`src/design/exec_defs.svh`:
```
// Function
// RL1 - add registers, optional carry, full flags
// RL2 - subtract registers, optional borrow, full flags
// RL3 - subtract immediate, optional borrow, full flags
// RL4 - and/or/xor update zero, negative, overflow only; the code also updates sign
// RL5 - set bits or, clear bits and-not mask
// RL6 - test ands register with itself
// RL7 - invert and sign flip with their flags
// RL8 - increment, decrement, clear, all-ones load
// RL9 - relative jump two, call three cycles
// RL10 - returns restore pc in four cycles
// RL11 - equal skip, one or two cycles
// RL12 - compares set flags, store nothing
// RL13 - register bit skips, one or two cycles
// RL14 - io bit skips, one or two cycles
// RL15 - generic flag branch, pc plus offset plus one
// RL16 - branches one cycle, two when taken
// RL17 - unsigned, equal, sign branches on carry/zero/negative
// RL18 - signed compare branches on negative xor overflow
// RL19 - half-carry branches on set or clear
// RL20 - transfer flag branches on set or clear
// RL21 - overflow branches on set or clear
// RL22 - interrupt enable branches on set or clear
`ifndef EXEC_DEFS_SVH
`define EXEC_DEFS_SVH

// ****************************************
// flag positions in cpu_flags_register
// ****************************************
`define FLAG_C 0
`define FLAG_Z 1
`define FLAG_N 2
`define FLAG_V 3
`define FLAG_S 4
`define FLAG_H 5
`define FLAG_T 6
`define FLAG_I 7
`define FLAG_MSB 7
`define HALF_MSB 3

// ****************************************
// byte constants and reset values
// ****************************************
`define ALL_ONES 8'hFF
`define ZERO_BYTE 8'h00
`define ONE_BYTE 8'h01
`define MOST_NEG 8'h80
`define MOST_POS 8'h7F
`define FLAGS_RESET 8'h00
`define RESULT_RESET 8'h00
`define PC_RESET_BIT 1'b0

// ****************************************
// cycle counts and pc steps
// ****************************************
`define CYC_NONE 3'h0
`define CYC_ONE 3'h1
`define CYC_JUMP 3'h2
`define CYC_CALL 3'h3
`define CYC_RETURN 3'h4
`define CYC_SKIP 3'h2
`define CYC_TAKEN 3'h2
`define PC_STEP 1
`define SKIP_SHORT 2
`define SKIP_LONG 3

`endif

```
`src/design/exec_pkg.sv`:
```
package exec_pkg;
  typedef enum logic [5:0] {
    no_operation, add_regs, add_with_carry, minus_regs, minus_immediate, minus_with_borrow,
    minus_imm_with_borrow, and_regs, mask_with_immediate, or_regs, merge_immediate_bits,
    exclusive_or_regs, bitwise_invert, sign_flip, set_mask_bits, clear_mask_bits, plus_one,
    minus_one, zero_or_sign_check, zero_register, all_ones_load, relative_jump,
    relative_subroutine_call, subroutine_exit, interrupt_exit, equal_skip, compare_regs,
    compare_with_borrow, compare_immediate, skip_if_reg_bit_clear, skip_if_reg_bit_set,
    skip_if_io_bit_clear, skip_if_io_bit_set, branch_on_flag_set, branch_on_flag_clear,
    branch_signed_ge, branch_signed_lt, branch_unsigned_ge, branch_unsigned_lt
  } exec_op_t;
  typedef logic [7:0] byte_t;
endpackage

```
`src/design/exec_if.sv`:
```
`timescale 1ns/1ps
interface exec_if;
  import exec_pkg::*;
  exec_op_t op;
  byte_t dst;
  byte_t src;
  byte_t imm;
  byte_t io_data;
  logic [2:0] bit_sel;
  byte_t flags_in;
  byte_t result;
  byte_t flags_out;
  logic write_dst;
  logic cond_take;
  modport main (output op, dst, src, imm, io_data, bit_sel, flags_in,
                input result, flags_out, write_dst, cond_take);
  modport alu (input op, dst, src, imm, flags_in, output result, flags_out, write_dst);
  modport cond (input op, dst, src, io_data, bit_sel, flags_in, output cond_take);
endinterface

```
`src/design/exec_alu.sv`:
```
`timescale 1ns/1ps
`include "exec_defs.svh"
module exec_alu
  import exec_pkg::*;
(
  exec_if.alu ifc
);
  // ****************************************
  // operand selection
  // ****************************************
  wire use_imm = ifc.op inside {minus_immediate, minus_imm_with_borrow, mask_with_immediate,
                                merge_immediate_bits, set_mask_bits, clear_mask_bits, compare_immediate};
  wire with_borrow = ifc.op inside {minus_with_borrow, minus_imm_with_borrow, compare_with_borrow};
  wire is_flip = (ifc.op == sign_flip);
  wire [7:0] opnd_b = use_imm ? ifc.imm : ifc.src;
  wire carry_in = (ifc.op == add_with_carry) & ifc.flags_in[`FLAG_C];
  wire borrow_in = with_borrow & ifc.flags_in[`FLAG_C];
  wire [7:0] sub_a = is_flip ? `ZERO_BYTE : ifc.dst;
  wire [7:0] sub_b = is_flip ? ifc.dst : opnd_b;
  wire [8:0] sum9 = {1'b0, ifc.dst} + {1'b0, opnd_b} + {8'h00, carry_in};
  wire [8:0] diff9 = {1'b0, sub_a} - {1'b0, sub_b} - {8'h00, borrow_in};

  // ****************************************
  // carry, half-carry and overflow terms
  // ****************************************
  wire a3 = ifc.dst[`HALF_MSB];
  wire b3 = opnd_b[`HALF_MSB];
  wire s3 = sum9[`HALF_MSB];
  wire a7 = ifc.dst[`FLAG_MSB];
  wire b7 = opnd_b[`FLAG_MSB];
  wire s7 = sum9[`FLAG_MSB];
  wire h_add = (a3 & b3) | (b3 & ~s3) | (~s3 & a3);
  wire v_add = (a7 & b7 & ~s7) | (~a7 & ~b7 & s7);
  wire x3 = sub_a[`HALF_MSB];
  wire y3 = sub_b[`HALF_MSB];
  wire d3 = diff9[`HALF_MSB];
  wire x7 = sub_a[`FLAG_MSB];
  wire y7 = sub_b[`FLAG_MSB];
  wire d7 = diff9[`FLAG_MSB];
  wire h_sub = (~x3 & y3) | (y3 & d3) | (d3 & ~x3);
  wire v_sub = (x7 & ~y7 & ~d7) | (~x7 & y7 & d7);

  // ****************************************
  // result and flag update
  // ****************************************
  always_comb begin
    logic upd_zn;
    upd_zn = 1'b1;
    ifc.result = ifc.dst;
    ifc.flags_out = ifc.flags_in;
    ifc.write_dst = 1'b1;
    case (ifc.op)
      add_regs, add_with_carry: begin
        ifc.result = sum9[7:0]; // RL1
        ifc.flags_out[`FLAG_C] = sum9[8];
        ifc.flags_out[`FLAG_H] = h_add;
        ifc.flags_out[`FLAG_V] = v_add;
      end
      minus_regs, minus_with_borrow, minus_immediate, minus_imm_with_borrow, sign_flip,
      compare_regs, compare_with_borrow, compare_immediate: begin
        ifc.result = diff9[7:0]; // RL2 RL3 RL7
        ifc.flags_out[`FLAG_C] = diff9[8];
        ifc.flags_out[`FLAG_H] = h_sub;
        ifc.flags_out[`FLAG_V] = v_sub;
        ifc.write_dst = !(ifc.op inside {compare_regs, compare_with_borrow, compare_immediate}); // RL12
      end
      and_regs, mask_with_immediate: begin
        ifc.result = ifc.dst & opnd_b; // RL4
        ifc.flags_out[`FLAG_V] = 1'b0;
      end
      or_regs, merge_immediate_bits, set_mask_bits: begin
        ifc.result = ifc.dst | opnd_b; // RL4 RL5
        ifc.flags_out[`FLAG_V] = 1'b0;
      end
      exclusive_or_regs: begin
        ifc.result = ifc.dst ^ opnd_b; // RL4
        ifc.flags_out[`FLAG_V] = 1'b0;
      end
      clear_mask_bits: begin
        ifc.result = ifc.dst & (`ALL_ONES - ifc.imm); // RL5
        ifc.flags_out[`FLAG_V] = 1'b0;
      end
      zero_or_sign_check: begin
        ifc.result = ifc.dst & ifc.dst; // RL6
        ifc.flags_out[`FLAG_V] = 1'b0;
      end
      zero_register: begin
        ifc.result = ifc.dst ^ ifc.dst; // RL8
        ifc.flags_out[`FLAG_V] = 1'b0;
      end
      bitwise_invert: begin
        ifc.result = `ALL_ONES - ifc.dst; // RL7
        ifc.flags_out[`FLAG_C] = 1'b1;
        ifc.flags_out[`FLAG_V] = 1'b0;
      end
      plus_one: begin
        ifc.result = ifc.dst + `ONE_BYTE; // RL8
        ifc.flags_out[`FLAG_V] = (ifc.dst == `MOST_POS);
      end
      minus_one: begin
        ifc.result = ifc.dst - `ONE_BYTE; // RL8
        ifc.flags_out[`FLAG_V] = (ifc.dst == `MOST_NEG);
      end
      all_ones_load: begin
        ifc.result = `ALL_ONES; // RL8
        upd_zn = 1'b0;
      end
      default: begin
        ifc.write_dst = 1'b0;
        upd_zn = 1'b0;
      end
    endcase
    if (upd_zn) begin
      ifc.flags_out[`FLAG_N] = ifc.result[`FLAG_MSB];
      // borrow chains keep zero only while every byte was zero
      ifc.flags_out[`FLAG_Z] = (ifc.result == `ZERO_BYTE) & (!with_borrow | ifc.flags_in[`FLAG_Z]);
      ifc.flags_out[`FLAG_S] = ifc.flags_out[`FLAG_N] ^ ifc.flags_out[`FLAG_V];
    end
  end
endmodule

```
`src/design/exec_cond.sv`:
```
`timescale 1ns/1ps
`include "exec_defs.svh"
module exec_cond
  import exec_pkg::*;
(
  exec_if.cond ifc
);
  function automatic logic bit_pick(input logic [7:0] v, input logic [2:0] i);
    return v[i];
  endfunction

  // ****************************************
  // tested bits
  // ****************************************
  wire reg_bit = bit_pick(ifc.src, ifc.bit_sel);
  wire io_bit = bit_pick(ifc.io_data, ifc.bit_sel);
  wire flag_bit = bit_pick(ifc.flags_in, ifc.bit_sel);
  wire n_xor_v = ifc.flags_in[`FLAG_N] ^ ifc.flags_in[`FLAG_V];

  always_comb begin
    case (ifc.op)
      equal_skip: ifc.cond_take = (ifc.dst == ifc.src); // RL11
      skip_if_reg_bit_clear: ifc.cond_take = !reg_bit; // RL13
      skip_if_reg_bit_set: ifc.cond_take = reg_bit; // RL13
      skip_if_io_bit_clear: ifc.cond_take = !io_bit; // RL14
      skip_if_io_bit_set: ifc.cond_take = io_bit; // RL14
      // any flag by index: carry, zero, negative, overflow, sign, half, transfer, interrupt
      branch_on_flag_set: ifc.cond_take = flag_bit; // RL15 RL17 RL19 RL20 RL21 RL22
      branch_on_flag_clear: ifc.cond_take = !flag_bit; // RL15 RL17 RL19 RL20 RL21 RL22
      branch_signed_ge: ifc.cond_take = !n_xor_v; // RL18
      branch_signed_lt: ifc.cond_take = n_xor_v; // RL18
      branch_unsigned_ge: ifc.cond_take = !ifc.flags_in[`FLAG_C]; // RL17
      branch_unsigned_lt: ifc.cond_take = ifc.flags_in[`FLAG_C]; // RL17
      default: ifc.cond_take = 1'b0;
    endcase
  end
endmodule

```
`src/design/exec_unit.sv`:
```
`timescale 1ns/1ps
`include "exec_defs.svh"
module exec_unit
  import exec_pkg::*;
#(
  parameter int PC_W = 9,
  parameter int OFS_W = 12
) (
  input wire logic core_clk,
  input wire logic srst,
  input wire logic op_valid,
  input wire exec_op_t op,
  input wire logic [7:0] dst_value,
  input wire logic [7:0] src_value,
  input wire logic [7:0] imm_value,
  input wire logic [2:0] bit_index,
  input wire logic [7:0] io_value,
  input wire logic [OFS_W-1:0] offset,
  input wire logic next_two_word,
  input wire logic [PC_W-1:0] stack_pc,
  output logic op_ready,
  output logic [7:0] result_value,
  output logic result_we,
  output logic [PC_W-1:0] pc,
  output logic [7:0] cpu_flags_register,
  output logic stack_push,
  output logic [PC_W-1:0] push_pc,
  output logic stack_pop
);
  if (PC_W < 2 || PC_W > 16 || OFS_W < 2 || OFS_W > 16) begin : bad_width
    $error("exec_unit: PC_W and OFS_W must lie in 2..16");
  end

  // ****************************************
  // datapath submodules
  // ****************************************
  exec_if ifc ();
  assign ifc.op = op;
  assign ifc.dst = dst_value;
  assign ifc.src = src_value;
  assign ifc.imm = imm_value;
  assign ifc.io_data = io_value;
  assign ifc.bit_sel = bit_index;
  assign ifc.flags_in = cpu_flags_register;

  exec_alu u_alu (.ifc(ifc));
  exec_cond u_cond (.ifc(ifc));

  // ****************************************
  // decode and next pc
  // ****************************************
  logic [2:0] remain;
  logic [2:0] next_cycles;
  logic [PC_W-1:0] next_pc;
  wire take = op_valid & op_ready;
  wire is_jump = (op == relative_jump);
  wire is_call = (op == relative_subroutine_call);
  wire is_ret = op inside {subroutine_exit, interrupt_exit};
  wire is_skip = op inside {equal_skip, skip_if_reg_bit_clear, skip_if_reg_bit_set,
                            skip_if_io_bit_clear, skip_if_io_bit_set};
  wire is_branch = op inside {branch_on_flag_set, branch_on_flag_clear, branch_signed_ge,
                              branch_signed_lt, branch_unsigned_ge, branch_unsigned_lt};
  wire [31:0] ofs_ext = 32'(signed'(offset));
  wire [PC_W-1:0] pc_inc = pc + PC_W'(`PC_STEP);
  wire [PC_W-1:0] pc_rel = pc + ofs_ext[PC_W-1:0] + PC_W'(`PC_STEP);
  wire [PC_W-1:0] skip_step = next_two_word ? PC_W'(`SKIP_LONG) : PC_W'(`SKIP_SHORT);
  wire [PC_W-1:0] pc_skip = pc + skip_step;
  wire rel_move = is_jump | is_call | (is_branch & ifc.cond_take);

  assign next_pc = is_ret ? stack_pc : // RL10
                   rel_move ? pc_rel : // RL9 RL15
                   (is_skip & ifc.cond_take) ? pc_skip : pc_inc; // RL11 RL13 RL14
  assign next_cycles = is_ret ? `CYC_RETURN : // RL10
                       is_call ? `CYC_CALL : // RL9
                       is_jump ? `CYC_JUMP : // RL9
                       (is_skip & ifc.cond_take) ? `CYC_SKIP : // RL11 RL13 RL14
                       (is_branch & ifc.cond_take) ? `CYC_TAKEN : `CYC_ONE; // RL16
  assign op_ready = (remain == `CYC_NONE);

  // ****************************************
  // architectural state
  // ****************************************
  always_ff @(posedge core_clk) begin
    if (srst) begin
      remain <= `CYC_NONE;
    end else if (take) begin
      remain <= next_cycles - `CYC_ONE;
    end else if (remain != `CYC_NONE) begin
      remain <= remain - `CYC_ONE;
    end
  end

  always_ff @(posedge core_clk) begin
    if (srst) begin
      pc <= {PC_W{`PC_RESET_BIT}};
    end else if (take) begin
      pc <= next_pc;
    end
  end

  // skips, branches, jumps, calls and subroutine returns leave the flags alone; interrupt returns set I
  always_ff @(posedge core_clk) begin
    if (srst) begin
      cpu_flags_register <= `FLAGS_RESET;
    end else if (take) begin
      cpu_flags_register <= ifc.flags_out; // RL16
      if (op == interrupt_exit) begin
        cpu_flags_register[`FLAG_I] <= 1'b1; // RL10
      end
    end
  end

  always_ff @(posedge core_clk) begin
    if (srst) begin
      result_value <= `RESULT_RESET;
      result_we <= 1'b0;
    end else begin
      result_we <= take & ifc.write_dst;
      if (take) begin
        result_value <= ifc.result;
      end
    end
  end

  always_ff @(posedge core_clk) begin
    if (srst) begin
      stack_push <= 1'b0;
      stack_pop <= 1'b0;
      push_pc <= {PC_W{`PC_RESET_BIT}};
    end else begin
      stack_push <= take & is_call; // RL9
      stack_pop <= take & is_ret; // RL10
      if (take & is_call) begin
        push_pc <= pc_inc;
      end
    end
  end
endmodule

```
`config.mk`:
```
export PLATFORM = sky130hd
export DESIGN_NAME = exec_unit
export DESIGN_NICKNAME = d
export VERILOG_FILES = /design/src/design/exec_pkg.sv /design/src/design/exec_if.sv /design/src/design/exec_alu.sv /design/src/design/exec_cond.sv /design/src/design/exec_unit.sv
export VERILOG_INCLUDE_DIRS = /design/src /design/src/design
export SDC_FILE = /design/constraint.sdc
export NUM_CORES = 1
export LEC_CHECK = 0
export ABC_AREA = 1
export BUFFER_PORTS_ARGS = -buffer_cell sky130_fd_sc_hd__buf_4
export CAP_MARGIN = 20
export CORE_MARGIN = 2
export CORE_UTILIZATION = 31
export DETAILED_ROUTE_END_ITERATION = 10
export PLACE_DENSITY = 0.56
export SETUP_SLACK_MARGIN = 0.02
export SYNTH_ARGS = -nofsm -noshare
export SYNTH_HDL_FRONTEND = slang
export SYNTH_SLANG_ARGS = --single-unit
```
`constraint.sdc`:
```
create_clock -name core_clk -period 3.1 [get_ports core_clk]
set_clock_uncertainty 0.15 [all_clocks]
set_input_delay 0 -clock core_clk [delete_from_list [all_inputs] [get_ports core_clk]]
set_output_delay 0 -clock core_clk [all_outputs]
set_load 0.02 [all_outputs]
```
; ---- Yosys cells after proc, flatten, opt, wreduce, memory -nomap -nowiden
; Index checks and enable logic that the tools add are counted.
[totals]
romBits = 0
input_bits = 66
mem_bits_rw = 0
word_cells = 173
latch_bits = 0
regBits = 39
mem_count = 0
output_inout_bits = 38
[op_classes]
bitwise = 48
reduce_logical = 30
n_mul = 0
n_div = 0
n_lt_le_gt_ge = 1
shift = 0
addsub = 14
mux = 27
n_eq_ne = 41
[op_table]
columns = operator, n
row1 = 6-bit by 5-bit == test with 1-bit output (second input constant), 16
row2 = 8-bit case mux with 12 select lines, 1
row3 = 6-bit by 4-bit == test with 1-bit output (second input constant), 8
row4 = 6-bit == test (second input constant), 7
row5 = 9-bit two-way mux, 3
row6 = 8-bit bitwise AND, 3
row7 = 6-bit by 3-bit == test with 1-bit output (second input constant), 4
row8 = 8-bit two-way mux, 3
row9 = 1-bit bitwise AND, 23
row10 = 22-bit OR reduction, 1
row11 = 9-bit by 1-bit adder with 9-bit output (second input constant), 2
row12 = 8-bit subtractor (first input constant), 2
row13 = 8-bit XOR, 2
row14 = 15-bit OR reduction, 1
row15 = 6-bit by 2-bit == test with 1-bit output (second input constant), 2
row16 = 3-bit nonzero test, 4
row17 = 1-bit case mux with 11 select lines, 1
row18 = 10-bit OR reduction, 1
row19 = 8-bit by 8-bit adder with 9-bit output, 1
row20 = 9-bit by 1-bit adder with 9-bit output, 1
row21 = 9-bit by 2-bit adder with 9-bit output, 1
row22 = 9-bit adder, 1
row23 = 1-bit binary-select mux with 3-bit select, 3
row24 = 3-bit two-way mux, 3
row25 = other kinds (30), 67

; ---- Depth between registers and ports, before layout
[depth]
depth_word = 12
ltp_mapped = 27
depth_no_buf = 26

; ---- Modules after synthesis
; A second synthesis with hierarchy kept.
[unflattened]
hier_cells = 1079
hier_area_um2 = 6140.9
[by_module_without_submodules]
columns = mod, area_per_inst_um2, cells_per_inst, n_inst, seq_area_each_um2
row1 = exec_alu, 2770.2, 521, 1, 0.0
row2 = exec_unit, 2697.6, 407, 1, 800.8
row3 = exec_cond, 673.1, 151, 1, 0.0

; ---- Worst setup path after synthesis
; Ideal clock, no wire load.
[synth_timing]
path_type = in2reg
from = in op[4]
to = reg cpu_flags_register[4]
arrival_time_ns = 2.759
path_slack_ns = 0.082
t_required_ns = 2.841
setup_ns = 0.109
path_buffers = 2
stages = 25
cell_sequence = nor2_2 buf_4 nand3_1 nand2_2 nor2_4 nand2_2 buf_6 nand2_2 nand2_1 o21ai_0 fa_1 inv_1 ha_1 nand3_1 nand2_1 nand2_1 nand3_1 nand3_1 nand2_1 nor2_1 nand3_1 nand3b_1 nand3_1 nand2_1 inv_1
[synth_between]
elab_chain_len = 11
elab_cells_between_ends = 63
classes_between = add/sub: 4 / eq/ne: 23 / mux: 6 / bitwise: 21 / reduce/logical: 9
[synth_rtl]
columns = item, line
row1 = from (decl), exec_unit.sv:12  ; input wire exec_op_t op,
row2 = "6-bit by 3-bit == test with 1-bit output, or another cell as far along", "exec_alu.sv:11, exec_alu.sv:52"
row3 = 7-bit nonzero test, exec_alu.sv:11  ; wire use_imm = ifc.op inside {minus_immediate, minus_imm_with_borrow, mask_with_immediate,
row4 = 8-bit two-way mux, exec_alu.sv:15  ; wire [7:0] opnd_b = use_imm ? ifc.imm : ifc.src;
row5 = 8-bit two-way mux, exec_alu.sv:19  ; wire [7:0] sub_b = is_flip ? ifc.dst : opnd_b;
row6 = 8-bit by 8-bit subtractor with 9-bit output, exec_alu.sv:21  ; wire [8:0] diff9 = {1'b0, sub_a} - {1'b0, sub_b} - {8'h00, borrow_in};
row7 = 9-bit by 1-bit subtractor with 9-bit output, exec_alu.sv:21
row8 = 1-bit inverter, exec_alu.sv:41  ; wire v_sub = (x7 & ~y7 & ~d7) | (~x7 & y7 & d7);
row9 = 1-bit bitwise AND, exec_alu.sv:41
row10 = 1-bit bitwise OR, exec_alu.sv:41
row11 = 1-bit case mux with 5 select lines, exec_alu.sv:52  ; case (ifc.op)
row12 = 1-bit XOR, exec_alu.sv:117  ; ifc.flags_out[`FLAG_S] = ifc.flags_out[`FLAG_N] ^ ifc.flags_out[`FLAG_V];
row13 = to (signal assigned), exec_unit.sv:104  ; cpu_flags_register <= `FLAGS_RESET;
row14 = to (signal assigned), exec_unit.sv:106  ; cpu_flags_register <= ifc.flags_out;
row15 = to (decl), exec_unit.sv:25  ; output logic [7:0] cpu_flags_register,
; Several ways; a longest one is shown, not always the timed one.
; A chain may end at the register's enable or synchronous reset.

; ---- Final worst setup path
[layout_timing]
from = in op[1]
to = reg cpu_flags_register[1]
[layout_between]
elab_chain_len = 9
elab_cells_between_ends = 49
classes_between = add/sub: 4 / eq/ne: 23 / mux: 5 / bitwise: 7 / reduce/logical: 10
[layout_rtl]
columns = item, line
row1 = "6-bit by 3-bit == test with 1-bit output, or another cell as far along", "exec_alu.sv:11, exec_alu.sv:52"
row2 = 7-bit nonzero test, exec_alu.sv:11
row3 = 8-bit two-way mux, exec_alu.sv:15
row4 = 8-bit two-way mux, exec_alu.sv:19
row5 = 8-bit by 8-bit subtractor with 9-bit output, exec_alu.sv:21
row6 = 9-bit by 1-bit subtractor with 9-bit output, exec_alu.sv:21
row7 = 8-bit case mux with 12 select lines, exec_alu.sv:52
row8 = 8-bit logical NOT (no line), -
row9 = 1-bit bitwise AND, exec_alu.sv:116  ; ifc.flags_out[`FLAG_Z] = (ifc.result == `ZERO_BYTE) & (!with_borrow | ifc.flags_in[`FLAG_Z]);
; Several ways; a longest one is shown, not always the timed one.

==> flow_summary.html <==
<table>
<tr><th>Metric</th><th>Value</th></tr>
<tr><th colspan="2">Detailed routing</th></tr>
<tr><td>Final routed wirelength across all metal layers</td><td>20.61 mm</td></tr>
<tr><td>Number of vias per cell after detailed routing</td><td>between 4 and 5</td></tr>
<tr><td>Post-DRT Antenna Nets</td><td>0</td></tr>
<tr><td>Number of detailed-route iterations in the first pass</td><td>5</td></tr>
<tr><td>Routed length per placed instance</td><td>15.14 um</td></tr>
<tr><td>DRC errors left</td><td>0</td></tr>
<tr><td>First DRT Iteration DRCs</td><td>415</td></tr>
<tr><td>Number of vias in the routed layout</td><td>between 6000 and 7000</td></tr>
<tr><th colspan="2">Timing</th></tr>
<tr><td>Minimum setup slack in the final design</td><td>approximately 0.15 ns</td></tr>
<tr><td>Time the final worst path needs with I/O delays and setup</td><td>between 2 and 3 ns</td></tr>
<tr><td>Relative slew slack</td><td>between 40 and 50%</td></tr>
<tr><td>Share of the clock period used by the worst path</td><td>between 90% and 100%</td></tr>
<tr><td>Final setup violating endpoints</td><td>0</td></tr>
<tr><td>Slew at the pin with the worst max-slew slack</td><td>approximately 0.76 ns</td></tr>
<tr><td>Final total negative setup slack</td><td>0 ns</td></tr>
<tr><td>Number of failing hold endpoints at the final stage</td><td>0</td></tr>
<tr><td>Max Slew Vio Count</td><td>0</td></tr>
<tr><td>Maximum achievable frequency</td><td>338.5 MHz</td></tr>
<tr><th colspan="2">Finish</th></tr>
<tr><td>Fraction of layout cells with a size suffix above 1</td><td>about a quarter</td></tr>
<tr><td>Number of inserted diodes</td><td>0</td></tr>
<tr><td>Final layout net count</td><td>roughly 1300</td></tr>
<tr><td>Fin util</td><td>about 44%</td></tr>
<tr><td>Area growth from synthesis to layout</td><td>39.74%</td></tr>
<tr><th colspan="2">Clock network</th></tr>
<tr><td>Max Root-Sink Buffers</td><td>2</td></tr>
<tr><td>Clock-pin slew of the registers on the worst-case setup and hold paths</td><td>approximately 0.06 ns</td></tr>
<tr><td>Insertion delay of the later-clocked pin in the worst-skew pair</td><td>~0.28 ns</td></tr>
<tr><td>TritonCTS clock tree</td><td>done</td></tr>
<tr><td>Clock Sink Count</td><td>39</td></tr>
<tr><td>Root Buffer Master</td><td>sky130_fd_sc_hd__clkbuf_16</td></tr>
<tr><td>Total clock buffers created by CTS</td><td>5</td></tr>
<tr><td>H-tree depth</td><td>2</td></tr>
<tr><th colspan="2">Power and ir drop</th></tr>
<tr><td>Internal</td><td>about 1600 uW</td></tr>
<tr><td>Net switching share of the total power</td><td>41.97%</td></tr>
<tr><td>Power density over the cells</td><td>between 300 and 400 nW/um^2</td></tr>
<tr><td>Combinational power share</td><td>between 50 and 60%</td></tr>
<tr><td>Maximum resistive drop on vdd</td><td>between 0.0003 and 0.0004 V</td></tr>
<tr><td>Power share of the clock group</td><td>22.3%</td></tr>
<tr><td>Leakage power</td><td>around 0.0041 uW</td></tr>
<tr><td>Net Switching</td><td>1157 uW</td></tr>
<tr><td>Part of the total power dissipated in sequential elements</td><td>23.2%</td></tr>
<tr><th colspan="2">Global route</th></tr>
<tr><td>Fraction of met2 tracks used by global routing</td><td>between 30% and 40%</td></tr>
<tr><td>Global routing usage on met1</td><td>between 30% and 40%</td></tr>
<tr><td>Leftover overflow at the end of global routing</td><td>0</td></tr>
<tr><td>Via count of the first global-routing pass</td><td>around 6000</td></tr>
<tr><td>First-pass GRT wire length</td><td>approximately 31 mm</td></tr>
<tr><td>Global routing usage on met3</td><td>under 10%</td></tr>
<tr><td>Gr usage total</td><td>between 20% and 30%</td></tr>
<tr><td>Pin count of the biggest net entering global routing</td><td>27</td></tr>
<tr><td>Initial antenna violation count</td><td>0</td></tr>
<tr><td>Layer carrying the most global-route usage</td><td>met2</td></tr>
<tr><th colspan="2">Setup path</th></tr>
<tr><td>Slowest cell on the critical path</td><td>sky130_fd_sc_hd__ha_4</td></tr>
<tr><td>CP max FO</td><td>6</td></tr>
<tr><td>Stage delay of the slowest cell on the critical path</td><td>approximately 0.29 ns</td></tr>
<tr><td>Cell occurring most often along the worst timing path</td><td>sky130_fd_sc_hd__nand2_2</td></tr>
<tr><td>Worst EP arrival</td><td>slightly above 3 ns</td></tr>
<tr><td>Buffer and inverter count on the worst path</td><td>5</td></tr>
<tr><td>Critical Path Sink Type</td><td>flip-flop</td></tr>
<tr><td>CP Launch Type</td><td>input pin</td></tr>
<tr><td>Class of the most critical setup path</td><td>in -&gt; reg</td></tr>
<tr><td>Delay-heaviest family, CP</td><td>simple AND/OR/NAND/NOR gates</td></tr>
<tr><td>Endpoint required time on the critical path</td><td>roughly 3.2 ns</td></tr>
<tr><th colspan="2">Yosys</th></tr>
<tr><td>Synth Area per Inst</td><td>approximately 5.8 um^2</td></tr>
<tr><td>Syn Inst Count</td><td>948</td></tr>
<tr><td>Number of flip-flops and latches in the synthesized netlist</td><td>39</td></tr>
<tr><td>Cell variety after synth</td><td>48</td></tr>
<tr><td>Largest area contributor in the synthesized netlist</td><td>sky130_fd_sc_hd__nand2_1</td></tr>
<tr><td>Cell area after synthesis</td><td>~5500 um^2</td></tr>
<tr><td>Net Count, Synth</td><td>1067</td></tr>
<tr><td>Post-synthesis sequential area ratio</td><td>roughly 14%</td></tr>
<tr><td>Area share of the largest cell type after synthesis</td><td>16.41%</td></tr>
<tr><td>Cells taking the most area after synthesis</td><td>sky130_fd_sc_hd__nand2_1 16%, sky130_fd_sc_hd__dfxtp_1 14%, sky130_fd_sc_hd__ha_1 10%</td></tr>
<tr><td>Synthesis warning total</td><td>0</td></tr>
<tr><th colspan="2">Die</th></tr>
<tr><td>Area of the core</td><td>roughly 17000 um^2</td></tr>
<tr><td>Width of the chip</td><td>~140 um</td></tr>
<tr><td>Rows</td><td>48</td></tr>
<tr><td>I/O pins</td><td>between 100 and 150</td></tr>
<tr><td>Vertical die dimension</td><td>137.1 um</td></tr>
<tr><td>Area of the die</td><td>between 15000 and 20000 um^2</td></tr>
<tr><td>Effective utilization at floorplan</td><td>a little under a third</td></tr>
<tr><th colspan="2">Place</th></tr>
<tr><td>Placer Congestion</td><td>~0.9</td></tr>
<tr><td>Minimum setup slack after placement</td><td>-0.3857 ns</td></tr>
<tr><td>Hpwl dp</td><td>approximately 17 mm</td></tr>
<tr><td>Count of input and output buffers</td><td>99</td></tr>
<tr><th colspan="2">Run status</th></tr>
<tr><td>Run status</td><td>completed</td></tr>
<tr><th colspan="2">Hold path</th></tr>
<tr><td>Type of the tightest min-delay check</td><td>in -&gt; reg</td></tr>
<tr><th colspan="2">Run</th></tr>
<tr><td>Number of max-cap violations</td><td>0</td></tr>
</table>
==> final timing paths <==
kind                                 startpoint  slack, ns                            endpoint  cells after the start
max                                       op[1]       0.15  cpu_flags_register[1]$_SDFFE_PP0P_                     27
min                                dst_value[2]       0.03        result_value[2]$_SDFFE_PP0P_                      5
max reg2reg  cpu_flags_register[0]$_SDFFE_PP0P_       0.20  cpu_flags_register[1]$_SDFFE_PP0P_                     15
min reg2reg        result_value[2]$_SDFFE_PP0P_       0.36        result_value[2]$_SDFFE_PP0P_                      2
==> metrics by stage <==
step | std cells | power [uW] | area [um^2] | hold slack [ns]
after floorplan | 948 | 1469 | 5490 | 0.02249
after global placement | 1329 | 2013 | 6989 | 0.1443
after detailed placement | 1329 | 2019 | 6989 | 0.1569
after CTS | 1350 | 2659 | 7332 | 0.03746
after global routing | 1361 | 2968 | 7672 | 0.07317
final | 1361 | 2758 | 7672 | 0.02627
==> timing repair <==
item,in CTS,in global routing
setup buffers,2,10
hold buffers,11,0
cloned,0,1
gates resized for setup,9,66
endpoints found under the hold margin,17,0
setup endpoints to repair,5,12
pin swaps,2,31
==> synthesized netlist by cell type (all sizes together) <==
library cell    n
ha             46
xnor2           5
inv           150
nor2b           1
a31oi           5
a41oi           1
nor3b           1
fa              7
o211ai         16
o41ai           1
a21o            2
o21a            1
nand4          10
o221ai          1
and2            1
clkbuf         11
a21boi          3
nor2          108
o21bai          9
or2             2
a211oi          3
buf             9
conb            1
xor2           24
nor3           10
dfxtp          39
a21oi          56
o22ai           2
nand2         250
nand3b          6
o2111ai         1
o21ai          65
nand2b          1
a221oi          1
nand3          98
clkinv          1
==> cells by family (layout without fill, tap and decap cells) <==
kind of cell | count (synthesis) | count (layout) | synth area share [%]
AND/OR/NAND/NOR | 488 | 489 | 38.08
XOR/XNOR | 29 | 29 | 4.626
AO/OA/AOI/OAI | 167 | 167 | 17.75
buffers and inverters | 171 | 358 | 12.22
flip-flops | 39 | 39 | 14.22
adder cells (fa/ha/maj) | 53 | 53 | 13.04
other | 1 | 1 | 0.06830
==> layout make-up <==
type | instances | area, um^2
inverter | 151 | 569.3
clock buffer | 6 | 138.9
tap | 225 | 281.5
clock inverter | 2 | 38.79
multi-input combinational | 739 | 4315
fill | 1889 | 9624
timing repair buffer | 199 | 1548
sequential | 39 | 780.7
==> layout by cell type (no fill, tap or decap), types with 2 or more instances in the layout <==
cell                              n
sky130_fd_sc_hd__nand2_1        228
sky130_fd_sc_hd__buf_4          181
sky130_fd_sc_hd__inv_1          141
sky130_fd_sc_hd__nor2_1          95
sky130_fd_sc_hd__nand3_1         85
sky130_fd_sc_hd__o21ai_0         55
sky130_fd_sc_hd__a21oi_1         52
sky130_fd_sc_hd__ha_1            41
sky130_fd_sc_hd__dfxtp_1         39
sky130_fd_sc_hd__xor2_1          24
sky130_fd_sc_hd__nand2_2         20
sky130_fd_sc_hd__o211ai_1        16
sky130_fd_sc_hd__nand3_2         11
sky130_fd_sc_hd__dlygate4sd3_1   11
sky130_fd_sc_hd__nand4_1         10
sky130_fd_sc_hd__nor3_1           9
sky130_fd_sc_hd__inv_2            8
sky130_fd_sc_hd__o21bai_1         8
sky130_fd_sc_hd__nor2_2           7
sky130_fd_sc_hd__buf_6            7
sky130_fd_sc_hd__nor2_4           6
sky130_fd_sc_hd__nand3b_1         6
sky130_fd_sc_hd__xnor2_1          5
sky130_fd_sc_hd__o21ai_1          5
sky130_fd_sc_hd__fa_1             5
sky130_fd_sc_hd__ha_4             5
sky130_fd_sc_hd__clkbuf_16        5
sky130_fd_sc_hd__a21oi_2          4
sky130_fd_sc_hd__o21ai_2          4
sky130_fd_sc_hd__a31oi_1          4
sky130_fd_sc_hd__nand2_4          3
sky130_fd_sc_hd__a211oi_1         3
sky130_fd_sc_hd__nand3_4          2
sky130_fd_sc_hd__o22ai_1          2
sky130_fd_sc_hd__or2_2            2
sky130_fd_sc_hd__a21o_1           2
sky130_fd_sc_hd__fa_2             2
==> worst register-to-register path, stage by stage (launching register included) <==
cell and delay (ns):
sky130_fd_sc_hd__dfxtp_1 0.54, sky130_fd_sc_hd__nand2_1 0.17, sky130_fd_sc_hd__fa_2 0.38, sky130_fd_sc_hd__inv_2 0.08, sky130_fd_sc_hd__nand3_2 0.06, sky130_fd_sc_hd__nand2_2 0.08, sky130_fd_sc_hd__fa_1 0.41, sky130_fd_sc_hd__nand2_1 0.07
sky130_fd_sc_hd__nand3_1 0.08, sky130_fd_sc_hd__nor2_1 0.11, sky130_fd_sc_hd__nand3_1 0.10, sky130_fd_sc_hd__a21oi_2 0.19, sky130_fd_sc_hd__nand2_1 0.08, sky130_fd_sc_hd__nor2_1 0.09, sky130_fd_sc_hd__nand3_1 0.10, sky130_fd_sc_hd__a21oi_2 0.14
==> metal layers <==
| metal | vias to the layer above | routed length (um) |
|---|---|---|
| li1 | 3453 | - |
| met5 | - | 0 |
| met2 | 177 | 8963 |
| met3 | 16 | 1022 |
| met1 | 2996 | 10410 |
| met4 | 0 | 212 |
==> flip-flops by register name (all words and copies together) (netlist names) <==
signal and cells:
push_pc 9, cpu_flags_register 7, pc 9, stack_push 1, result_we 1, stack_pop 1, result_value 8, remain 3
==> power by group through the flow <==
stage / Sequential (uW) / Clock, uW / Combinational [uW]
final: 640 / 615 / 1500
after detailed placement: 648 / 0 / 1370
after global routing: 647 / 643 / 1680
after global placement: 648 / 0 / 1360
after floorplan: 700 / 0 / 770
after CTS: 639 / 619 / 1400
Note: power is estimated with default switching activity, not from simulation.
